## src/csg_pkg.sv

```systemverilog
// shared constants for the color sensor interrupt source, id and gain registers
package csg_pkg;

  // register offsets on the command-addressed byte port
  localparam logic [7:0] ADDR_IRQ_SRC = 8'h03;
  localparam logic [7:0] ADDR_ID = 8'h04;
  localparam logic [7:0] ADDR_GAIN = 8'h07;

  // field positions
  localparam int IRQ_SEL_LSB = 0;
  localparam int ID_REV_LSB = 0;
  localparam int ID_PART_LSB = 4;
  localparam int PRESCALE_LSB = 0;
  localparam int GAIN_LSB = 4;

  // values after reset
  localparam logic [1:0] IRQ_SEL_RESET = 2'h0;
  localparam logic [1:0] GAIN_RESET = 2'h0;
  localparam logic [2:0] PRESCALE_RESET = 3'h0;
  localparam logic [7:0] RDATA_RESET = 8'h00;

  // channel select codes
  localparam logic [1:0] SEL_GREEN = 2'h0;
  localparam logic [1:0] SEL_RED = 2'h1;
  localparam logic [1:0] SEL_BLUE = 2'h2;
  localparam logic [1:0] SEL_CLEAR = 2'h3;

  // analog gain codes
  localparam logic [1:0] GAIN_X1 = 2'h0;
  localparam logic [1:0] GAIN_X4 = 2'h1;
  localparam logic [1:0] GAIN_X16 = 2'h2;
  localparam logic [1:0] GAIN_X64 = 2'h3;

  // prescaler: codes 0..6 shift by the code; 7 is unused and behaves as 6
  localparam logic [2:0] PRESCALE_MAX = 3'h6;
  localparam int PRESCALE_BITS = 6;

  // channel result
  localparam int RESULT_W = 16;
  localparam logic [15:0] FULL_SCALE = 16'hFFFF;

  // read data latency in cycles from the read strobe
  localparam int READ_LATENCY = 1;

endpackage

```

## src/csg_chan_path.sv

```systemverilog
// one channel count path: prescaler right shift followed by full-scale saturation
`timescale 1ns/100ps
module csg_chan_path #(
  parameter int RAW_W = csg_pkg::RESULT_W + csg_pkg::PRESCALE_BITS
) (
  input wire logic clk_in,
  input wire logic rst_n_in,
  input wire logic load_in,
  input wire logic [RAW_W-1:0] raw_in,
  input wire logic [2:0] shift_in,
  output logic [csg_pkg::RESULT_W-1:0] result_out
);

  typedef struct packed {
    logic [csg_pkg::RESULT_W-1:0] result;
  } csg_path_state_type;

  csg_path_state_type state;
  csg_path_state_type next_state;
  logic [2:0] eff_shift;
  logic [RAW_W-1:0] shifted;

  if (RAW_W < csg_pkg::RESULT_W + csg_pkg::PRESCALE_BITS)
  begin : g_raw_w_check
    $error("csg_chan_path: RAW_W too narrow for the six-bit prescaler");
  end

  always_comb
  begin
    next_state = state;
    // unused code 7 is clamped so the divide never exceeds 64
    eff_shift = (shift_in > csg_pkg::PRESCALE_MAX) ? csg_pkg::PRESCALE_MAX : shift_in;
    // plain shift, low bits are dropped with no rounding
    shifted = raw_in >> eff_shift;
    if (load_in)
    begin
      if (shifted > RAW_W'(csg_pkg::FULL_SCALE))
      begin
        next_state.result = csg_pkg::FULL_SCALE;
      end
      else
      begin
        next_state.result = shifted[csg_pkg::RESULT_W-1:0];
      end
    end
  end

  always_ff @(posedge clk_in or negedge rst_n_in)
  begin
    if (!rst_n_in)
    begin
      state <= '0;
    end
    else
    begin
      state <= next_state;
    end
  end

  assign result_out = state.result;
endmodule

```

## src/csg_regs.sv

```systemverilog
// interrupt source, identification and gain registers with the channel count paths
// Summary of operation
// - interrupt source bits 1:0 pick green, red, blue or clear for the comparator.
// - exactly one channel ever feeds the threshold comparison, never a mix.
// - identification register is read-only and constant; writes change nothing.
// - identification byte holds part number in 7:4 and revision in 3:0.
// - gain bits 5:4 set one analog gain for all channels: 1x,4x,16x,64x.
// - prescaler bits 2:0 divide counts by two to the code, 0 to 6.
// - the division is a right shift that drops low bits, no rounding.
// - a six-bit prescaler sits in every channel count path.
// - each result is 16 bits and saturates at full scale instead of wrapping.
// - interrupt asserts when selected value is at or below low or above high.
`timescale 1ns/100ps
module csg_regs #(
  parameter int RAW_W = csg_pkg::RESULT_W + csg_pkg::PRESCALE_BITS,
  // arbitrary identification values
  parameter logic [3:0] PART_NUMBER = 4'hA,
  parameter logic [3:0] REVISION = 4'h3
) (
  input wire logic SYS_CLK_IN,
  input wire logic RST_N_IN,
  input wire logic [7:0] REG_ADDR_IN,
  input wire logic REG_WR_IN,
  input wire logic REG_RD_IN,
  input wire logic [7:0] REG_WDATA_IN,
  input wire logic CH_LOAD_IN,
  input wire logic [RAW_W-1:0] GREEN_RAW_IN,
  input wire logic [RAW_W-1:0] RED_RAW_IN,
  input wire logic [RAW_W-1:0] BLUE_RAW_IN,
  input wire logic [RAW_W-1:0] CLEAR_RAW_IN,
  input wire logic [15:0] LOW_THRESH_IN,
  input wire logic [15:0] HIGH_THRESH_IN,
  output logic [7:0] REG_RDATA_OUT,
  output logic REG_RVALID_OUT,
  output logic [1:0] GAIN_SEL_OUT,
  output logic [15:0] GREEN_DATA_OUT,
  output logic [15:0] RED_DATA_OUT,
  output logic [15:0] BLUE_DATA_OUT,
  output logic [15:0] CLEAR_DATA_OUT,
  output logic INT_OUT
);

  typedef struct packed {
    logic [1:0] irq_sel;
    logic [1:0] gain;
    logic [2:0] prescale;
    logic [1:0] gain_drive;
    logic [7:0] rdata;
    logic rvalid;
    logic int_flag;
  } csg_regs_state_type;

  csg_regs_state_type state;
  csg_regs_state_type next_state;
  logic rst_meta;
  logic rst_n;
  logic [7:0] read_mux;
  logic [15:0] sel_value;
  logic [15:0] result [4];
  logic [RAW_W-1:0] raw [4];
  logic [7:0] id_byte;

  if (RAW_W < csg_pkg::RESULT_W + csg_pkg::PRESCALE_BITS)
  begin : g_raw_w_check
    $error("csg_regs: RAW_W too narrow for the six-bit prescaler");
  end

  // reset is asserted at once but released through two flops
  always_ff @(posedge SYS_CLK_IN or negedge RST_N_IN)
  begin
    if (!RST_N_IN)
    begin
      rst_meta <= 1'b0;
      rst_n <= 1'b0;
    end
    else
    begin
      rst_meta <= 1'b1;
      rst_n <= rst_meta;
    end
  end

  assign raw[0] = GREEN_RAW_IN;
  assign raw[1] = RED_RAW_IN;
  assign raw[2] = BLUE_RAW_IN;
  assign raw[3] = CLEAR_RAW_IN;

  // same prescaler setting drives every channel path
  for (genvar i = 0; i < 4; i++)
  begin : g_path
    csg_chan_path #(
      .RAW_W(RAW_W)
    ) u_path (
      .clk_in(SYS_CLK_IN),
      .rst_n_in(rst_n),
      .load_in(CH_LOAD_IN),
      .raw_in(raw[i]),
      .shift_in(state.prescale),
      .result_out(result[i])
    );
  end

  assign id_byte = {PART_NUMBER, REVISION};

  always_comb
  begin
    // a plain mux, so only one channel can ever reach the comparator
    case (state.irq_sel)
      csg_pkg::SEL_GREEN: sel_value = result[0];
      csg_pkg::SEL_RED: sel_value = result[1];
      csg_pkg::SEL_BLUE: sel_value = result[2];
      csg_pkg::SEL_CLEAR: sel_value = result[3];
      default: sel_value = result[0];
    endcase
  end

  always_comb
  begin
    case (REG_ADDR_IN)
      csg_pkg::ADDR_IRQ_SRC: read_mux = {6'h00, state.irq_sel};
      csg_pkg::ADDR_ID: read_mux = id_byte;
      csg_pkg::ADDR_GAIN: read_mux = {2'h0, state.gain, 1'b0, state.prescale};
      default: read_mux = 8'h00;
    endcase
  end

  always_comb
  begin
    next_state = state;
    next_state.rvalid = REG_RD_IN;
    if (REG_RD_IN)
    begin
      next_state.rdata = read_mux;
    end
    // writes to the identification address or reserved bits are dropped
    if (REG_WR_IN)
    begin
      case (REG_ADDR_IN)
        csg_pkg::ADDR_IRQ_SRC:
        begin
          next_state.irq_sel = REG_WDATA_IN[csg_pkg::IRQ_SEL_LSB +: 2];
        end
        csg_pkg::ADDR_GAIN:
        begin
          next_state.gain = REG_WDATA_IN[csg_pkg::GAIN_LSB +: 2];
          next_state.prescale = REG_WDATA_IN[csg_pkg::PRESCALE_LSB +: 3];
        end
        default:
        begin
          next_state.irq_sel = state.irq_sel;
        end
      endcase
    end
    // one common code goes to all four analog front ends
    next_state.gain_drive = state.gain;
    // level flag tracks the selected channel against both thresholds
    next_state.int_flag = (sel_value <= LOW_THRESH_IN) || (sel_value > HIGH_THRESH_IN);
  end

  always_ff @(posedge SYS_CLK_IN or negedge rst_n)
  begin
    if (!rst_n)
    begin
      state.irq_sel <= csg_pkg::IRQ_SEL_RESET;
      state.gain <= csg_pkg::GAIN_RESET;
      state.prescale <= csg_pkg::PRESCALE_RESET;
      state.gain_drive <= csg_pkg::GAIN_RESET;
      state.rdata <= csg_pkg::RDATA_RESET;
      state.rvalid <= 1'b0;
      state.int_flag <= 1'b0;
    end
    else
    begin
      state <= next_state;
    end
  end

  assign REG_RDATA_OUT = state.rdata;
  assign REG_RVALID_OUT = state.rvalid;
  assign GAIN_SEL_OUT = state.gain_drive;
  assign GREEN_DATA_OUT = result[0];
  assign RED_DATA_OUT = result[1];
  assign BLUE_DATA_OUT = result[2];
  assign CLEAR_DATA_OUT = result[3];
  assign INT_OUT = state.int_flag;
endmodule

```

## config.mk

```make
export PLATFORM = sky130hd
export DESIGN_NAME = csg_regs
export DESIGN_NICKNAME = d
export VERILOG_FILES = /design/src/csg_pkg.sv /design/src/csg_chan_path.sv /design/src/csg_regs.sv
export SDC_FILE = /design/constraint.sdc
export NUM_CORES = 1
export LEC_CHECK = 0
export BUFFER_PORTS_ARGS = -buffer_cell sky130_fd_sc_hd__buf_2
export CAP_MARGIN = 10
export CORE_UTILIZATION = 54
export CTS_BUF_LIST = sky130_fd_sc_hd__clkbuf_16
export DETAILED_ROUTE_END_ITERATION = 10
export GPL_ROUTABILITY_DRIVEN = 0
export PLACE_DENSITY = 0.92
export SYNTH_ARGS = -nofsm -noshare
export SYNTH_HDL_FRONTEND = slang
export SYNTH_HIERARCHICAL = 1
export SYNTH_SLANG_ARGS = --single-unit
```

## constraint.sdc

```tcl
create_clock -name SYS_CLK_IN -period 3.7 [get_ports SYS_CLK_IN]
set_clock_uncertainty 0.15 [all_clocks]
set_input_delay 0.185 -clock SYS_CLK_IN [delete_from_list [all_inputs] [get_ports SYS_CLK_IN]]
set_output_delay 0.185 -clock SYS_CLK_IN [all_outputs]
set_load 0.1 [all_outputs]
```

==> metrics.yaml, run 1 <==
run_status:
  status: "completed"
timing:
  clock.fmax_ghz: 0.309
  hold_ws_ns: 0.0580
  tightest_slew_ns: 1.05
  hold_violations: 0
  grt_setup_unrepaired: "false"
  min_period_ns: 3.24
  fin_tns_setup_ns: 0
  drv_slew: 0
  slew_headroom_pct: 29.8
  setup_violations: 0
  final.period_utilization_pct: 87.5
yosys:
  yosysTopAreaCell: "dfrtp_1"
  netlist_instances: 884
  post_synth_instance_area_um2: 7510
  synthArstFlopShare_pct: 100
  avgSynthCellArea_um2: 8.50
  synthTopCellsByArea: "dfrtp_1, mux4_2, a21oi_1"
  synth_edf_count: 0
  synth-compound-area-share_pct: 24.9
  synth_top_family_by_area: "compound AO/OA/AOI/OAI gates"
  synth_top_area_share_pct: 27.7
  synthAdderAreaFrac_pct: 5.00
  synth-seq-area-share_pct: 27.7
  synth_xor_area_share_pct: 0.117
  synth_simple_gate_area_share_pct: 15.5
  ys.flop_type: "dfrtp_1"
  synth-warning-count: 6
  muxShareOfSynthArea_pct: 18.2
  synth-seq-cells: 83
  ys_types: 49
detailed_routing:
  dr.pass1.iters: 7
  drtIter0Drc: 863
  final_antenna_net_count: 0
  wire_per_inst_um: 18.5
  wl_mm: 22.9
  dr_total_vias: 7766
  vias_per_cell: 6.26
  drc: 0
worst_setup_path:
  cp_cell_sequence: "mux4_2, ha_1, a21o_1, a221o_1, a221oi_1, o21ai_0, a31oi_1, o22ai_1"
  critPathMaxFanout: 11
  required_ns: 3.77
  critPathBufInv: 0
  crit_path_max_incr_delay_ns: 0.68
  crit_type: "flip-flop to flip-flop"
  critPathLaunchType: "flip-flop"
  cp_slowest_cell: "dfrtp_1"
  critPathArrivalTime_ns: 3.31
  end_kind: "flip-flop"
  cpLargestDelayFamily: "compound AO/OA/AOI/OAI gates"
pwr:
  ir_worst_vdd_v: 0.000268
  p_per_area_nw_per_um2: 292
  p_leak_nw: 3.54
layout:
  drive_gt1_share_pct: 30.2
  area_growth_syn_to_layout_pct: 18.3
  layout.nets: 1230
  final_cell_mix: "buf_2, nor2_1, a21oi_1, dfrtp_1, o21ai_0"
  diodes: 0
  layout.cells.most_common: "buf_2"
clock_network:
  cts_root_buffer: "clkbuf_16"
  path_clk_slew_ns: 0.07
  cts_resized: 0
  insertion_delay_ns: 0.34
  cts_tree: "yes"
  cts_made_buffers: 9
  cts_sinks: 83
  post_cts_buffers: 0
  cts_buffer_depth: 2
  cts_hold_buffers: 9
  htree_levels: 3
placement:
  dp_hpwl_mm: 17.6
  numPortBuffers: 211
global_route:
  track_usage_pct: 32.3
  grt_max_degree: 82
  first_global_vias: 7089
  grt_pass1_wl_mm: 36.1
  grt-ovfl-total: 0
  antenna_found_initial: 0
floorplanning:
  rows: 42
  fp.coreArea_um2: 13400
  die_area_um2: 14400
  initial_core_util_pct: 56.1
  io_pins: 217
  die_h_um: 120
  die_w_um: 120
flow_run:
  cap_violations: 0
min_path:
  min_path_type: "primary input to flip-flop"
-- cell usage after synthesis (3+ instances only) --
library cell,count
nor2b_4,4
buf_1,4
o2bb2ai_1,8
nor4_1,3
ha_1,30
a31oi_1,25
inv_1,42
nor3_1,9
nand3_1,25
buf_6,12
a211o_1,4
a21oi_2,4
nand2b_1,11
a211oi_1,18
mux4_2,32
o21ba_2,8
a22o_1,12
nor2b_1,12
mux2_2,10
nand4_1,6
nand2_1,38
clkinv_1,8
a2bb2o_1,4
o21ai_0,72
dfrtp_1,83
buf_2,22
o32ai_1,4
mux2_4,5
o31ai_4,4
buf_4,14
o22ai_1,17
and2_1,4
a21oi_1,107
a21o_1,7
clkbuf_1,23
nor2_1,131
mux2i_1,46
-- power by group --
group / leakage, nW / internal, mW / switching, mW / total, mW
sequential: 0.812 / 0.928 / 0.0651 / 0.993
combinational: 2.58 / 0.270 / 0.439 / 0.709
clock: 0.147 / 0.522 / 0.368 / 0.890
-- state kept, by name, indices dropped and copies added, names as in the netlist --
name	flops
rst_n	1
REG_RDATA_OUT	6
rst_meta	1
INT_OUT	1
REG_RVALID_OUT	1
GAIN_SEL_OUT	2
g_path.u_path/result_out	64
state	5
next_state	2
-- per-stage QoR --
stage	instance area (µm²)	instances	util, %	power (mW)	worst slack [ns]
2_1_floorplan	7510	885	-	1.49	0.699
3_3_place_gp	8500	1215	63.4	1.68	0.586
3_5_place_dp	8500	1215	63.4	1.70	0.515
4_1_cts	8890	1240	66.3	2.58	0.521
5_1_grt	8890	1240	66.3	2.70	0.286
6_report	8890	1240	66.3	2.59	0.463
-- layout make-up --
cell class	instances	area, µm²
clock buffer	9	225
clock inverter	7	68.8
fill	1101	4510
inverter	50	188
multi-input combinational	676	4790
sequential	83	2090
tap	176	220
timing repair buffer	239	1300
-- path summary, 6_finish.rpt --
check / start / end / slack [ns] / depth (start not counted)
max: state[18]$_DFFE_PN0P_ / INT_OUT$_DFF_PN0_ / 0.46 / 8
min: REG_ADDR_IN[1] / REG_RDATA_OUT[7]$_DFFE_PN0P_ / 0.06 / 4
max reg2reg: state[18]$_DFFE_PN0P_ / INT_OUT$_DFF_PN0_ / 0.46 / 8
min reg2reg: rst_meta$_DFF_PN0_ / rst_n$_DFF_PN0_ / 0.21 / 0
max in group asynchronous: rst_n$_DFF_PN0_ / state[12]$_DFFE_PN0P_ / 2.26 / 0
min in group asynchronous: rst_n$_DFF_PN0_ / GAIN_SEL_OUT[0]$_DFF_PN0_ / 0.37 / 0
-- worst reg2reg max path: stages, from the launching register on --
cell and delay (ns):
dfrtp_1 0.68, mux4_2 0.63, ha_1 0.32, a21o_1 0.17, a221o_1 0.33, a221oi_1 0.41
o21ai_0 0.15, a31oi_1 0.18, o22ai_1 0.10
-- layer usage --
metal  GRT usage (%)  up-vias  routed length (µm)
li1                -     3574                   -
met1            44.1     3632                9220
met2            51.0      486               10500
met3            3.71       74                2260
met4            15.6        0                 944
met5               0        -                   0
-- logic make-up after synthesis --
| logic type | count (synthesis) |
|---|---|
| simple gates | 251 |
| fa+ha+maj | 30 |
| other cells | 2 |
| compound gates | 298 |
| flops | 83 |
| xor+xnor | 1 |
| buf+inv | 126 |
| mux | 93 |
Power figures use the tool's default switching activity.
==> run 2, diff against run 1 <==
--- a/config.mk
+++ b/config.mk
@@ -5,13 +5,14 @@
 export SDC_FILE = /design/constraint.sdc
 export NUM_CORES = 1
 export LEC_CHECK = 0
-export BUFFER_PORTS_ARGS = -buffer_cell sky130_fd_sc_hd__buf_2
-export CAP_MARGIN = 10
-export CORE_UTILIZATION = 54
+export CAP_MARGIN = 30
+export CORE_UTILIZATION = 66
 export CTS_BUF_LIST = sky130_fd_sc_hd__clkbuf_16
 export DETAILED_ROUTE_END_ITERATION = 10
+export DONT_BUFFER_PORTS = 1
 export GPL_ROUTABILITY_DRIVEN = 0
-export PLACE_DENSITY = 0.92
+export PLACE_DENSITY = 0.91
+export RECOVER_POWER = 25
 export SYNTH_ARGS = -nofsm -noshare
 export SYNTH_HDL_FRONTEND = slang
 export SYNTH_HIERARCHICAL = 1
==> run 2 against run 1 <==
  * Utilization increased by 9.2 points
  * Sequential cell count unchanged
  * Sequential power about the same
==> metrics.yaml, run 2 (synthesis gave the netlist of run 1 again) <==
detailed_routing:
  final_antenna_net_count: 0
  drc: 0
  vias_per_cell: 6.88
  dr.pass1.iters: 7
  dr_total_vias: 7254
  wl_mm: 23.0
  drtIter0Drc: 847
  wire_per_inst_um: 21.8
floorplanning:
  die_area_um2: 11800
  rows: 38
  io_pins: 217
  die_h_um: 109
  fp.coreArea_um2: 11000
  initial_core_util_pct: 68.4
  die_w_um: 109
pwr:
  p_comb_share_pct: 23.2
  ir_worst_vdd_v: 0.000276
  seqPwrFrac_pct: 39.4
  p_per_area_nw_per_um2: 309
  p_int_mw: 1.70
  pwr-share-clk_pct: 37.4
  p_sw_share_pct: 33.9
  p_switching_uw: 870
  p_leak_nw: 3.07
min_path:
  min_path_type: "primary input to flip-flop"
  hp-start: "REG_ADDR_IN[1]"
layout:
  drive_gt1_share_pct: 17.6
  fin_util_pct: 75.6
  final_cell_mix: "nor2_1, a21oi_1, dfrtp_1, o21ai_0, buf_4"
  nFillCells: 726
  largest_reg_flops: 64
  layout.cells.most_common: "nor2_1"
  area_growth_syn_to_layout_pct: 10.5
  layout.nets: 1080
timing:
  drv_slew: 0
  hold_ws_ns: 0.0140
  final.period_utilization_pct: 88.1
  grt_setup_unrepaired: "false"
  tightest_slew_ns: 1.41
  setup_violations: 0
  fin_tns_setup_ns: 0
  clock.fmax_ghz: 0.307
  min_period_ns: 3.26
  slew_headroom_pct: 6.22
  hold_violations: 0
placement:
  dp_hpwl_mm: 16.4
  numPortBuffers: 0
global_route:
  grt_max_degree: 91
  first_global_vias: 6750
  grt-ovfl-total: 0
  track_usage_pct: 40.1
  antenna_found_initial: 0
  grt_pass1_wl_mm: 35.7
clock_network:
  cts_tree: "yes"
  insertion_delay_ns: 0.34
  cts_root_buffer: "clkbuf_16"
  htree_levels: 3
  cts_made_buffers: 9
  cts_sinks: 83
  post_cts_buffers: 0
  cts_buffer_depth: 2
  path_clk_slew_ns: 0.07
  cts_resized: 0
worst_setup_path:
  required_ns: 3.77
  cp_slowest_cell: "dfrtp_1"
  r2r-end: "INT_OUT$_DFF_PN0_"
  ff2ff_setup_slack_ns: 0.44
  reg2reg_from: "state[18]$_DFFE_PN0P_"
  rr_worst_depth: 8
  critPathBufInv: 0
  crit_path_max_incr_delay_ns: 0.71
  critPathLaunchType: "flip-flop"
  setup.worst_path.start: "state[18]$_DFFE_PN0P_"
  crit_type: "flip-flop to flip-flop"
  end_kind: "flip-flop"
  cp_cell_sequence: "mux4_2, ha_1, and2_0, a221o_1, a221oi_1, o21ai_0, a31oi_1, o22ai_1"
  crit_end: "INT_OUT$_DFF_PN0_"
  critPathArrivalTime_ns: 3.33
  critPathMaxFanout: 11
  cp.depth: 8
  cpLargestDelayFamily: "compound AO/OA/AOI/OAI gates"
run_status:
  status: "completed"
flow_run:
  cap_violations: 0
run 2: cell count changes in the layout (fill, tap and decap cells not counted), moves of 2 or more:
cell	previous run	this run
dlygate4sd3_1	9	19
inv_6	1	3
buf_2	211	0
buf_4	18	68
clkinv_2	2	0
run 2: layout make-up:
type / instances / area, µm² / share of cell area, %
inverter: 50 / 188 / 2.26
sequential: 83 / 2090 / 25.2
clock buffer: 9 / 225 / 2.71
antenna: 1 / 2.50 / 0.0302
tap: 140 / 175 / 2.11
multi-input combinational: 676 / 4790 / 57.8
clock inverter: 7 / 92.6 / 1.12
timing repair buffer: 89 / 733 / 8.84
run 2: per-stage QoR:
step                power, mW  cells  area [µm²]  setup WS, ns
floorplan                1.49    885        7510         0.699
global placement         1.56   1017        7760         0.602
detailed placement       1.57   1018        7790         0.537
CTS                      2.56   1054        8320         0.492
global route             2.66   1054        8300         0.275
finish                   2.57   1055        8300         0.442
run 2: worst register-to-register path, cell delays in order (launching register included):
cell and delay (ns):
dfrtp_1 0.71, mux4_2 0.64, ha_1 0.33, and2_0 0.21
a221o_1 0.31, a221oi_1 0.38, o21ai_0 0.15, a31oi_1 0.16
o22ai_1 0.10
run 2: per-layer routing:
layer	up-vias	share of wire [%]	track usage, %
li1	3248	-	-
met1	3329	37	51.3
met2	547	46	62.4
met3	130	12	12.1
met4	0	5.5	18.8
met5	-	0	0
run 2: timing repair:
action | in CTS | in global routing
hold buffers | 20 | 0
setup endpoints to repair | 0 | 0
hold endpoints to repair | 81 | 0
run 2: worst min path at each step:
stage,to,cells after the start
2_1_floorplan,rst_meta$_DFF_PN0_,0
3_3_place_gp,rst_meta$_DFF_PN0_,0
3_5_place_dp,rst_n$_DFF_PN0_,0
4_1_cts,REG_RDATA_OUT[0]$_DFFE_PN0P_,3
5_1_grt,g_path[3].u_path/result_out[11]$_DFFE_PN0P_,4
6_report,REG_RDATA_OUT[0]$_DFFE_PN0P_,3
run 2: power by group through the flow:
stage	Sequential, mW	Clock (mW)	Combinational, mW
2_1_floorplan	1.08	0	0.409
3_3_place_gp	1.04	0	0.518
3_5_place_dp	1.03	0	0.547
4_1_cts	1.01	0.962	0.586
5_1_grt	1.02	1.01	0.639
6_report	1.01	0.958	0.595
==> run 3, diff against run 2 <==
--- a/config.mk
+++ b/config.mk
@@ -11,6 +11,7 @@
 export DETAILED_ROUTE_END_ITERATION = 10
 export DONT_BUFFER_PORTS = 1
 export GPL_ROUTABILITY_DRIVEN = 0
+export MAX_ROUTING_LAYER = met4
 export PLACE_DENSITY = 0.91
 export RECOVER_POWER = 25
 export SYNTH_ARGS = -nofsm -noshare
==> run 3 against run 2 <==
  * Via count grew 0.22%
  * Register-to-register slack lost 0.02 ns
  * Sequential power is essentially flat
==> metrics.yaml, run 3 (synthesis gave the netlist of run 1 again) <==
run_status:
  status: "completed"
clock_network:
  htree_levels: 3
  cts_sinks: 83
  path_clk_slew_ns: 0.07
  cts_tree: "yes"
  insertion_delay_ns: 0.35
  cts_root_buffer: "clkbuf_16"
  cts_buffer_depth: 2
  cts_made_buffers: 9
  cts_resized: 0
worst_setup_path:
  critPathMaxFanout: 11
  reg2reg_from: "state[18]$_DFFE_PN0P_"
  critPathArrivalTime_ns: 3.35
  r2r-end: "INT_OUT$_DFF_PN0_"
  required_ns: 3.77
  crit_type: "flip-flop to flip-flop"
  rr_worst_depth: 8
  ff2ff_setup_slack_ns: 0.43
  critPathLaunchType: "flip-flop"
  end_kind: "flip-flop"
pwr:
  p_leak_nw: 3.08
  p_per_area_nw_per_um2: 309
  total_power_mw: 2.57
  ir_worst_vdd_v: 0.000277
floorplanning:
  fp.coreArea_um2: 11000
  die_w_um: 109
  die_area_um2: 11800
  io_pins: 217
  initial_core_util_pct: 68.4
  die_h_um: 109
  rows: 38
timing:
  clock.fmax_ghz: 0.305
  grt_setup_unrepaired: "false"
  setup_violations: 0
  tightest_slew_ns: 1.41
  fin_tns_setup_ns: 0
  hold_violations: 0
  drv_slew: 0
  min_period_ns: 3.27
  slew_headroom_pct: 5.99
  hold_ws_ns: 0.0161
  final.period_utilization_pct: 88.5
min_path:
  hp-start: "REG_ADDR_IN[1]"
  holdPathEnd: "REG_RDATA_OUT[0]$_DFFE_PN0P_"
  min_path_type: "primary input to flip-flop"
  hold-path-cell-count: 3
placement:
  numPortBuffers: 0
  dp_hpwl_mm: 16.4
  dp_cells: 1018
layout:
  largest_reg_flops: 64
  area_growth_syn_to_layout_pct: 10.6
  layout.cells.most_common: "nor2_1"
  fin_cells: 1055
  final_cell_mix: "nor2_1, a21oi_1, dfrtp_1, o21ai_0, buf_4"
  nFillCells: 723
  drive_gt1_share_pct: 17.7
  layout.nets: 1081
  diodes: 0
detailed_routing:
  wire_per_inst_um: 21.9
  drc: 0
  drtIter0Drc: 821
  wl_mm: 23.1
  vias_per_cell: 6.89
  dr.pass1.iters: 6
  dr_total_vias: 7270
  final_antenna_net_count: 0
global_route:
  grt_pass1_wl_mm: 35.7
  track_usage_pct: 41.2
  antenna_found_initial: 0
  first_global_vias: 6743
  grt_max_degree: 91
  grt-ovfl-total: 0
flow_run:
  cap_violations: 0
run 3: changes by cell type in the layout (fill, tap and decap cells not counted), sizes merged:
cell	previous run	this run
buf	69	70
diode	1	0
run 3: worst max-delay path by stage:
| stage | start | to | depth (start not counted) |
|---|---|---|---|
| 3_3_place_gp | state[18]$_DFFE_PN0P_ | INT_OUT$_DFF_PN0_ | 8 |
| 5_1_grt | state[18]$_DFFE_PN0P_ | INT_OUT$_DFF_PN0_ | 8 |
| 2_1_floorplan | state[18]$_DFFE_PN0P_ | INT_OUT$_DFF_PN0_ | 10 |
| 3_5_place_dp | state[18]$_DFFE_PN0P_ | INT_OUT$_DFF_PN0_ | 8 |
| 6_report | state[18]$_DFFE_PN0P_ | INT_OUT$_DFF_PN0_ | 8 |
| 4_1_cts | state[18]$_DFFE_PN0P_ | INT_OUT$_DFF_PN0_ | 8 |
run 3: power by group:
group | total [mW] | internal [mW] | leakage [nW] | switching, mW
Combinational | 0.597 | 0.227 | 2.11 | 0.370
Clock | 0.960 | 0.542 | 0.156 | 0.418
Sequential | 1.01 | 0.927 | 0.813 | 0.0849
Total | 2.57 | 1.70 | 3.08 | 0.872
run 3: what timing repair did:
action,CTS,global route
endpoints found under the hold margin,81,0
setup endpoints to repair,0,0
hold buffers,20,0
setup buffers,0,0
run 3: worst max-delay path: stages (launching register included):
cell and delay (ns):
dfrtp_1 0.72, mux4_2 0.64, ha_1 0.32, and2_0 0.21
a221o_1 0.31, a221oi_1 0.38, o21ai_0 0.14, a31oi_1 0.16
o22ai_1 0.10
run 3: metal layers:
metal | GRT usage, % | vias to the layer above | wire length [µm]
met2 | 62.6 | 548 | 10600
li1 | - | 3249 | -
met5 | - | - | 0
met4 | 18.5 | 0 | 1160
met1 | 51.5 | 3369 | 8660
met3 | 11.5 | 104 | 2700
run 3: area by class of cell:
class / count / area (µm²) / share of cell area [%]
well taps: 140 / 175 / 2.11
clock buffers: 9 / 225 / 2.71
flip-flops and latches: 83 / 2090 / 25.1
inverters: 50 / 188 / 2.26
multi-input cells: 676 / 4790 / 57.7
clock inverters: 7 / 92.6 / 1.11
repair buffers: 90 / 744 / 8.96
run 3: per-stage QoR:
stage,utilization (%),setup slack (ns),cell area [µm²]
floorplan,-,0.699,7510
global placement,70.6,0.602,7760
detailed placement,70.9,0.537,7790
finish,75.6,0.426,8310
CTS,75.8,0.492,8320
global route,75.6,0.266,8310
